**config.mk**
```make
export PLATFORM = sky130hd
export DESIGN_NAME = opebd_enable_decode
export DESIGN_NICKNAME = d
export VERILOG_FILES = /design/src/opebd_pkg.sv /design/src/opebd_addr_decode.sv /design/src/opebd_enable_decode.sv
export SDC_FILE = /design/constraint.sdc
export NUM_CORES = 1
export LEC_CHECK = 0
export ABC_AREA = 1
export BUFFER_PORTS_ARGS = -buffer_cell sky130_fd_sc_hd__buf_2
export CELL_PAD_IN_SITES_DETAIL_PLACEMENT = 1
export CELL_PAD_IN_SITES_GLOBAL_PLACEMENT = 1
export CORE_AREA = 10 10 110 112
export CTS_BUF_LIST = sky130_fd_sc_hd__clkbuf_4 sky130_fd_sc_hd__clkbuf_8
export DETAILED_ROUTE_END_ITERATION = 8
export DIE_AREA = 0 0 120 122
export PLACE_DENSITY = 0.81
export RECOVER_POWER = 25
export SYNTH_ARGS = -nofsm -noshare
export SYNTH_HDL_FRONTEND = slang
export SYNTH_SLANG_ARGS = --single-unit
```
**constraint.sdc**
```tcl
create_clock -name clk -period 1.9 [get_ports clk]
set_clock_uncertainty 0.2 [all_clocks]
set_input_delay 0.285 -clock clk [delete_from_list [all_inputs] [get_ports clk]]
set_output_delay 0.285 -clock clk [all_outputs]
set_load 0.02 [all_outputs]
```
**src/opebd_pkg.sv**
```systemverilog
package opebd_pkg;

  // ------------------------------------------------------------
  // register map
  // ------------------------------------------------------------
  localparam logic [15:0] ENABLE_CTRL_OFFSET = 16'hF024;
  localparam logic [15:0] SYS_CTRL_OFFSET = 16'hF028;
  localparam logic [15:0] STATUS_OFFSET = 16'hF02C;
  localparam logic [15:0] ENABLE_CTRL_RESET = 16'h0005;
  localparam logic [15:0] ENABLE_CTRL_MASK = 16'h07FF;

  // ------------------------------------------------------------
  // enable bit positions
  // ------------------------------------------------------------
  localparam int BIT_CAN1 = 0;
  localparam int BIT_CAN2 = 1;
  localparam int BIT_SRAM = 2;
  localparam int BIT_LRAM = 3;
  localparam int BIT_RTC = 4;
  localparam int BIT_FLASH = 5;
  localparam int BIT_PWM = 6;
  localparam int BIT_ASYNC = 7;
  localparam int BIT_SYNC = 8;
  localparam int BIT_TWI = 9;
  localparam int BIT_MISC = 10;
  localparam logic [15:0] SMALL_PERIPH_MASK = 16'h07D3;

  // system control bit positions
  localparam int SYS_BIT_GLOBAL = 0;
  localparam int SYS_BIT_EMU = 1;

  // ------------------------------------------------------------
  // address windows (24-bit cpu address)
  // ------------------------------------------------------------
  localparam logic [23:0] SSC_LO = 24'h00E800;
  localparam logic [23:0] SSC_HI = 24'h00E8FF;
  localparam logic [23:0] ASC_LO = 24'h00E900;
  localparam logic [23:0] ASC_HI = 24'h00E9FF;
  localparam logic [23:0] TWI_LO = 24'h00EA00;
  localparam logic [23:0] TWI_HI = 24'h00EAFF;
  localparam logic [23:0] MISC_LO = 24'h00EB00;
  localparam logic [23:0] MISC_HI = 24'h00EBFF;
  localparam logic [23:0] PWM_LO = 24'h00EC00;
  localparam logic [23:0] PWM_HI = 24'h00ECFF;
  localparam logic [23:0] RTC_LO = 24'h00ED00;
  localparam logic [23:0] RTC_HI = 24'h00EDFF;
  localparam logic [23:0] CAN_LO = 24'h00EC00;
  localparam logic [23:0] CAN_HI = 24'h00EFFF;
  localparam logic [23:0] PER_LO = 24'h00E800;
  localparam logic [23:0] PER_HI = 24'h00EFFF;
  localparam logic [23:0] SRAM_LO = 24'h00E000;
  localparam logic [23:0] SRAM_HI = 24'h00E7FF;
  localparam logic [23:0] LRAM_LO = 24'h0F0000;
  localparam logic [23:0] LRAM_HI = 24'h0FFFFF;
  localparam logic [23:0] FLASH_LO = 24'h090000;
  localparam logic [23:0] FLASH_HI = 24'h0EFFFF;
  localparam logic [7:0] SEG8 = 8'h08;

  // ------------------------------------------------------------
  // route targets
  // ------------------------------------------------------------
  typedef enum logic [3:0] {
    ROUTE_NONE = 4'h1,
    ROUTE_INTERNAL = 4'h2,
    ROUTE_EXTERNAL = 4'h4,
    ROUTE_RESERVED = 4'h8
  } opebd_route_t;

  // cpu access request
  typedef struct packed {
    logic valid;
    logic [23:0] addr;
  } opebd_req_t;

  // routing answer
  typedef struct packed {
    opebd_route_t route;
    logic [10:0] select;
    logic iflash;
  } opebd_dec_t;

endpackage

```
**src/opebd_addr_decode.sv**
```systemverilog
`timescale 1ns/1ps
`default_nettype none

module opebd_addr_decode (
  input wire logic [15:0] enables,
  input wire logic globalEn,
  input wire logic strapHigh,
  input wire opebd_pkg::opebd_req_t req,
  output opebd_pkg::opebd_dec_t dec
);

  // ------------------------------------------------------------
  // helpers
  // ------------------------------------------------------------
  function automatic logic inRange(input logic [23:0] a, input logic [23:0] lo,
                                   input logic [23:0] hi);
    inRange = (a >= lo) && (a <= hi);
  endfunction

  // window hits
  wire logic [23:0] a = req.addr;
  wire logic hitSsc = inRange(a, opebd_pkg::SSC_LO, opebd_pkg::SSC_HI);
  wire logic hitAsc = inRange(a, opebd_pkg::ASC_LO, opebd_pkg::ASC_HI);
  wire logic hitTwi = inRange(a, opebd_pkg::TWI_LO, opebd_pkg::TWI_HI);
  wire logic hitMisc = inRange(a, opebd_pkg::MISC_LO, opebd_pkg::MISC_HI);
  wire logic hitPwm = inRange(a, opebd_pkg::PWM_LO, opebd_pkg::PWM_HI);
  wire logic hitRtc = inRange(a, opebd_pkg::RTC_LO, opebd_pkg::RTC_HI);
  wire logic hitCan = inRange(a, opebd_pkg::CAN_LO, opebd_pkg::CAN_HI);
  wire logic hitPer = inRange(a, opebd_pkg::PER_LO, opebd_pkg::PER_HI);
  wire logic hitSram = inRange(a, opebd_pkg::SRAM_LO, opebd_pkg::SRAM_HI);
  wire logic hitLram = inRange(a, opebd_pkg::LRAM_LO, opebd_pkg::LRAM_HI);
  wire logic hitFlash = inRange(a, opebd_pkg::FLASH_LO, opebd_pkg::FLASH_HI);
  wire logic hitSeg8 = (a[23:16] == opebd_pkg::SEG8);
  // can selects leave the pwm and rtc windows to their own modules
  wire logic hitCanOwn = hitCan & ~hitPwm & ~hitRtc;

  // live enables only count with the on-chip bus switched on
  wire logic [15:0] en = globalEn ? enables : 16'h0000;
  wire logic anySmall = |(en & opebd_pkg::SMALL_PERIPH_MASK);
  wire logic canAny = en[opebd_pkg::BIT_CAN1] | en[opebd_pkg::BIT_CAN2];

  // per-module internal selects
  wire logic [10:0] sel;
  assign sel[opebd_pkg::BIT_CAN1] = hitCanOwn & en[opebd_pkg::BIT_CAN1];
  assign sel[opebd_pkg::BIT_CAN2] = hitCanOwn & en[opebd_pkg::BIT_CAN2];
  assign sel[opebd_pkg::BIT_SRAM] = hitSram & en[opebd_pkg::BIT_SRAM];
  assign sel[opebd_pkg::BIT_LRAM] = hitLram & en[opebd_pkg::BIT_LRAM];
  assign sel[opebd_pkg::BIT_RTC] = hitRtc & en[opebd_pkg::BIT_RTC];
  assign sel[opebd_pkg::BIT_FLASH] = hitFlash & en[opebd_pkg::BIT_FLASH];
  assign sel[opebd_pkg::BIT_PWM] = hitPwm & en[opebd_pkg::BIT_PWM];
  assign sel[opebd_pkg::BIT_ASYNC] = hitAsc & en[opebd_pkg::BIT_ASYNC];
  assign sel[opebd_pkg::BIT_SYNC] = hitSsc & en[opebd_pkg::BIT_SYNC];
  assign sel[opebd_pkg::BIT_TWI] = hitTwi & en[opebd_pkg::BIT_TWI];
  assign sel[opebd_pkg::BIT_MISC] = hitMisc & en[opebd_pkg::BIT_MISC];

  // memory windows shared between large ram and flash
  wire logic bigMemEn = en[opebd_pkg::BIT_LRAM] | en[opebd_pkg::BIT_FLASH];
  wire logic bigHit = hitLram | hitFlash;

  // segment 8 mapping from the strap
  wire logic seg8Int = hitSeg8 & strapHigh;
  wire logic seg8Res = hitSeg8 & ~strapHigh & globalEn & bigMemEn;
  wire logic seg8Ext = hitSeg8 & ~strapHigh & ~seg8Res;

  // final route: internal module, reserved hole or external interface
  wire logic anySel = |sel;
  wire logic perExt = hitPer & ~anySmall & ~canAny;
  wire logic bigExt = bigHit & ~bigMemEn;
  wire logic sramExt = hitSram & ~en[opebd_pkg::BIT_SRAM];
  wire logic isExt = perExt | bigExt | sramExt | seg8Ext |
                     ~(hitPer | bigHit | hitSram | hitSeg8);

  wire logic [10:0] selOut = req.valid ? sel : 11'h000;
  wire logic iflashOut = req.valid & seg8Int;
  // a blocked hit that no external rule claims falls to the reserved code
  wire logic [3:0] routeSel = ~req.valid ? opebd_pkg::ROUTE_NONE :
                              (anySel | seg8Int) ? opebd_pkg::ROUTE_INTERNAL :
                              seg8Res ? opebd_pkg::ROUTE_RESERVED :
                              isExt ? opebd_pkg::ROUTE_EXTERNAL :
                              opebd_pkg::ROUTE_RESERVED;
  assign dec = {routeSel, selOut, iflashOut};

endmodule

`default_nettype wire

```
**src/opebd_enable_decode.sv**
```systemverilog
`timescale 1ns/1ps
`default_nettype none

// How it works
// - first CAN bit clear blocks CAN1; shared range external only if all clear
// - second CAN bit clear blocks CAN2; shared range external only if all clear
// - small ram bit clear sends its 2K range external; set makes it internal once global enable is on
// - large ram bit clear disables it; external only if flash bit clear too
// - rtc bit clear blocks rtc; external only when all small enables clear
// - pwm bit clear blocks pwm; external only when all small enables clear
// - flash bit clear blocks flash; external only if large ram bit clear
// - async serial bit clear blocks it; external only when all small clear
// - sync serial bit clear blocks it; external only when all small clear
// - two-wire bit clear blocks it; external only when all small clear
// - misc bit clear blocks extras; external only when all small clear
// - all small enables clear sends the whole peripheral window external
// - pins of a disabled peripheral are released for general I/O
// - reset leaves CAN1 and small ram enabled, value 005h
// - global bus enable set locks the enable register
// - emulation mode treats every enable bit as set
// - segment 8 maps by strap, global enable and the big memory bits
module opebd_enable_decode (
  input wire logic clk,
  input wire logic rstn,
  input wire logic hsel,
  input wire logic [31:0] haddr,
  input wire logic [1:0] htrans,
  input wire logic hwrite,
  input wire logic [2:0] hsize,
  input wire logic [31:0] hwdata,
  input wire logic hready,
  output logic [31:0] hrdata,
  output logic hreadyout,
  output logic hresp,
  input wire logic externalAccessStrap,
  input wire logic cpuValid,
  input wire logic [23:0] cpuAddr,
  output logic [3:0] routeOut,
  output logic [10:0] moduleSelect,
  output logic iflashSelect,
  output logic [10:0] pinRelease
);

  // ------------------------------------------------------------
  // bus address phase capture
  // ------------------------------------------------------------
  logic wrPend_reg;
  logic [15:0] wrAddr_reg;
  logic [31:0] hrdata_reg;
  wire logic accept = hsel & hready & htrans[1];
  wire logic [15:0] curAddr = haddr[15:0];

  // address decode for the data-phase write
  wire logic wrEnCtrl = wrPend_reg & (wrAddr_reg == opebd_pkg::ENABLE_CTRL_OFFSET);
  wire logic wrSysCtrl = wrPend_reg & (wrAddr_reg == opebd_pkg::SYS_CTRL_OFFSET);

  // ------------------------------------------------------------
  // registers
  // ------------------------------------------------------------
  logic [15:0] peripheral_enable_control_reg;
  logic [15:0] peripheral_enable_control_next;
  logic onchipGlobal_reg;
  logic emuMode_reg;
  logic strap_reg;
  logic strapTaken_reg;

  // locked once global enable is set; upper bits kept zero
  wire logic enLocked = onchipGlobal_reg;
  assign peripheral_enable_control_next =
    (wrEnCtrl & ~enLocked) ? (hwdata[15:0] & opebd_pkg::ENABLE_CTRL_MASK)
                           : peripheral_enable_control_reg;

  // enable register with reset default
  always_ff @(posedge clk or negedge rstn) begin
    if (!rstn) begin
      peripheral_enable_control_reg <= opebd_pkg::ENABLE_CTRL_RESET;
    end else begin
      peripheral_enable_control_reg <= peripheral_enable_control_next;
    end
  end

  // system control: global enable sticks until reset, emulation flag
  always_ff @(posedge clk or negedge rstn) begin
    if (!rstn) begin
      onchipGlobal_reg <= 1'b0;
      emuMode_reg <= 1'b0;
    end else if (wrSysCtrl) begin
      onchipGlobal_reg <= onchipGlobal_reg | hwdata[opebd_pkg::SYS_BIT_GLOBAL];
      emuMode_reg <= hwdata[opebd_pkg::SYS_BIT_EMU];
    end
  end

  // strap caught on the first clock after reset release
  always_ff @(posedge clk or negedge rstn) begin
    if (!rstn) begin
      strap_reg <= 1'b0;
      strapTaken_reg <= 1'b0;
    end else if (!strapTaken_reg) begin
      strap_reg <= externalAccessStrap;
      strapTaken_reg <= 1'b1;
    end
  end

  // ------------------------------------------------------------
  // read mux and bus handshake
  // ------------------------------------------------------------
  wire logic [31:0] sysWord = {30'h0, emuMode_reg, onchipGlobal_reg};
  wire logic [31:0] statWord = {29'h0, strapTaken_reg, strap_reg, enLocked};
  wire logic [31:0] rdMux;
  assign rdMux = (curAddr == opebd_pkg::ENABLE_CTRL_OFFSET) ?
                   {16'h0000, peripheral_enable_control_reg} :
                 (curAddr == opebd_pkg::SYS_CTRL_OFFSET) ? sysWord :
                 (curAddr == opebd_pkg::STATUS_OFFSET) ? statWord : 32'h0000_0000;

  // zero-wait slave: capture write, load read data
  always_ff @(posedge clk or negedge rstn) begin
    if (!rstn) begin
      wrPend_reg <= 1'b0;
      wrAddr_reg <= 16'h0000;
      hrdata_reg <= 32'h0000_0000;
    end else begin
      wrPend_reg <= accept & hwrite;
      wrAddr_reg <= curAddr;
      hrdata_reg <= (accept & ~hwrite) ? rdMux : hrdata_reg;
    end
  end

  assign hrdata = hrdata_reg;
  assign hreadyout = 1'b1;
  assign hresp = 1'b0;

  // ------------------------------------------------------------
  // routing
  // ------------------------------------------------------------
  wire logic [15:0] effEnables =
    emuMode_reg ? opebd_pkg::ENABLE_CTRL_MASK : peripheral_enable_control_reg;
  wire logic effGlobal = onchipGlobal_reg | emuMode_reg;
  wire opebd_pkg::opebd_req_t req = {cpuValid, cpuAddr};
  opebd_pkg::opebd_dec_t dec;

  opebd_addr_decode u_decode (
    .enables(effEnables),
    .globalEn(effGlobal),
    .strapHigh(strap_reg),
    .req(req),
    .dec(dec)
  );

  // registered route outputs and pin release
  always_ff @(posedge clk or negedge rstn) begin
    if (!rstn) begin
      routeOut <= opebd_pkg::ROUTE_NONE;
      moduleSelect <= 11'h000;
      iflashSelect <= 1'b0;
      pinRelease <= 11'h7FA;
    end else begin
      routeOut <= dec.route;
      moduleSelect <= dec.select;
      iflashSelect <= dec.iflash;
      pinRelease <= ~effEnables[10:0];
    end
  end

endmodule

`default_nettype wire

```
==> results.cfg <==
[finish]
layout_commonest_cell = buf_2
largest_reg_flops = 16
fin_area_sq_mm = 0.00465
fin_nets = 620
multiInputGateArea_sq_mm = 0.00135
syn2layout_area_growth_pct = 40.7
fin_util_pct = 46.3
stdcell_count = 662
register_area_sq_mm = 0.00177
fillers = 1209
final_cell_mix = buf_2, nor2_1, nand2_1, dfrtp_1, inv_1
drive_gt1_share_pct = 36.6

[detailed_routing]
routedWlPerCell_microns = 17.3
vias = 3088
first_pass_iters = 4
viasPerCell = 4.66
drtAntennaViolNets = 0
drt_iter0_markers = 165
routed_wl_microns = 11400
drc = 0

[placed_design]
dp.cells = 609
port_buffers = 96
hpwl_microns = 7820
place_worst_setup_slack_ps = -71.6
placed_area_sq_mm = 0.00401
place.gp.congestion = 0.800

[sta]
rsz0062_at_grt = true
fin_setup_tns_ps = -68.9
hold_viol = 1
whs_ps = -12.2
drv_slew = 0
min_period_ps = 1930
max_freq_ghz = 0.517
period_share_pct = 102
timing.final.ws_setup_ps = -34.9
finalSetupViolCount = 2

[global_route]
met1_usage_pct = 15.7
gr-total-overflow = 0
grt_pass1_vias = 3302
antenna_found_initial = 1
grt_use_total_pct = 14.3
met2_usage_pct = 25.4
met3_usage_pct = 3.98
top_usage_layer = met2
grt_max_degree = 71
grt_pass1_wl_microns = 16600

[power_and_ir_drop]
clock_power_share_pct = 41.1
seqPwrFrac_pct = 49.3
ir_drop_mv = 0.335
switchingPower_mw = 0.795
p_leak_nw = 2.39
total_power_mw = 3.15
pwr-share-comb_pct = 9.6
powerDensity_mw_per_mm2 = 678
switching_share_pct = 25.2
internal_power_mw = 2.36

[setup_path]
cp-start-kind = input port
crit_buf_inv = 4
worstPathArrival_ps = 2040
critPathKind = in2reg
crit_path_max_fanout = 4
crit_family = buffers and inverters
cp-end-kind = flip-flop
cp_slowest_stage_delay_ps = 550
crit_required_ps = 2010
cpMostUsedCell = nand2_1
cpMaxStageDelayCell = dlygate4sd3_1
path_cells = dlygate4sd3_1 -> buf_2 -> nor4_4 -> buf_4 -> nand3_2 -> inv_2 -> nand2_1 -> nand2_1 -> nand2_1 -> nand2_1

[floorplan]
die_y_microns = 122
die-area_sq_mm = 0.0146
core.rowCount = 37
core_area_sq_mm = 0.0100
fp.dieW_microns = 120
start_util_pct = 32.9
io_pins = 161

[clocking]
insertion_delay_ps = 360
clk_pin_slew_ps = 80
h-tree-depth = 3
cts.sinks = 70
clock-root-buffer = clkbuf_8
cts_tree = yes
clockBufferDepth = 2
cts_buffers = 9

[synthesis]
yosysSeqAreaShare_pct = 53.4
synth_warnings = 0
synthCells = 364
synth_seq_cells = 70
syn_area_sq_mm = 0.00331
synth_edf_count = 0
netlist-cell-type-count = 30
synth_ff_type = dfrtp_1
syn_area_per_cell_sq_um = 9.08
synthArstFlopShare_pct = 100

[worst_hold_path]
min_path_type = in2reg

[job]
drv_cap = 0

[run_status]
status = finished, violations left
violations = negative hold slack, negative setup slack
[layout make-up]
type / count / area share, %
antenna: 1 / 0.0538
clock buffer: 13 / 3.58
clock inverter: 3 / 0.915
inverter: 32 / 2.61
multi-input combinational: 254 / 29.0
sequential: 70 / 38.1
tap: 136 / 3.66
timing repair buffer: 153 / 22.1
[cell usage after synthesis, drive strengths merged (3+ instances only)]
cell | n | area, sq um
mux2 | 10 | 135
nor3 | 5 | 25.0
nand4 | 19 | 119
o21ai | 13 | 65.1
nand2 | 64 | 243
dfstp | 12 | 315
dfrtp | 58 | 1450
nor4 | 4 | 70.1
clkbuf | 3 | 11.3
buf | 27 | 205
nor2 | 73 | 297
inv | 31 | 116
or2 | 3 | 21.3
nand3 | 24 | 125
a21oi | 9 | 48.8
[path summary, 6_finish.rpt]
path | start | end | slack [ps] | cells past startpoint
max reg2reg | wrAddr_reg[11]$_DFF_PN0_ | peripheral_enable_control_reg[7]$_DFFE_PN0P_ | 30 | 5
min reg2reg | hrdata[0]$_DFFE_PN0P_ | hrdata[0]$_DFFE_PN0P_ | 280 | 2
max in group asynchronous | rstn | routeOut[0]$_DFF_PN1_ | 890 | 3
max | haddr[10] | hrdata[2]$_DFFE_PN0P_ | -30 | 10
min | haddr[13] | wrAddr_reg[13]$_DFF_PN0_ | -10 | 1
min in group asynchronous | rstn | wrAddr_reg[9]$_DFF_PN0_ | 270 | 3
[worst reg2reg max path: cells and delay by family (launching register included)]
kind / cells / cell delay [ps]
and+or+nand+nor: 3 / 670
DFF: 1 / 390
muxes: 1 / 300
buffers and inverters: 1 / 180
[logic make-up after synthesis]
kind of cell | after synthesis | synth area share (%)
muxes | 10 | 4.09
and+or+nand+nor | 196 | 28.0
buffers and inverters | 62 | 10.2
AOI/OAI and AO/OA | 24 | 3.97
other | 2 | 0.227
DFF | 70 | 53.4
[power groups by stage]
stage / logic, mW / registers (mW) / clock network (mW)
CTS: 0.294 / 1.55 / 1.28
global placement: 0.234 / 1.57 / 0
finish: 0.302 / 1.55 / 1.30
detailed placement: 0.245 / 1.58 / 0
floorplan: 0.147 / 1.57 / 0
global route: 0.331 / 1.56 / 1.37
[metal layers]
| metal | part of all wire, % | wire, microns |
|---|---|---|
| met5 | 0 | 0 |
| met2 | 52 | 6000 |
| met3 | 5.8 | 663 |
| met1 | 39 | 4470 |
| met4 | 2.6 | 294 |
[repair_timing]
action,in CTS,in global routing
resized for setup,1,26
setup buffers,0,10
hold buffers,30,0
setup endpoints to repair,3,22
endpoints found under the hold margin,87,0
pin swaps,0,7
Power figures use the tool's default switching activity.
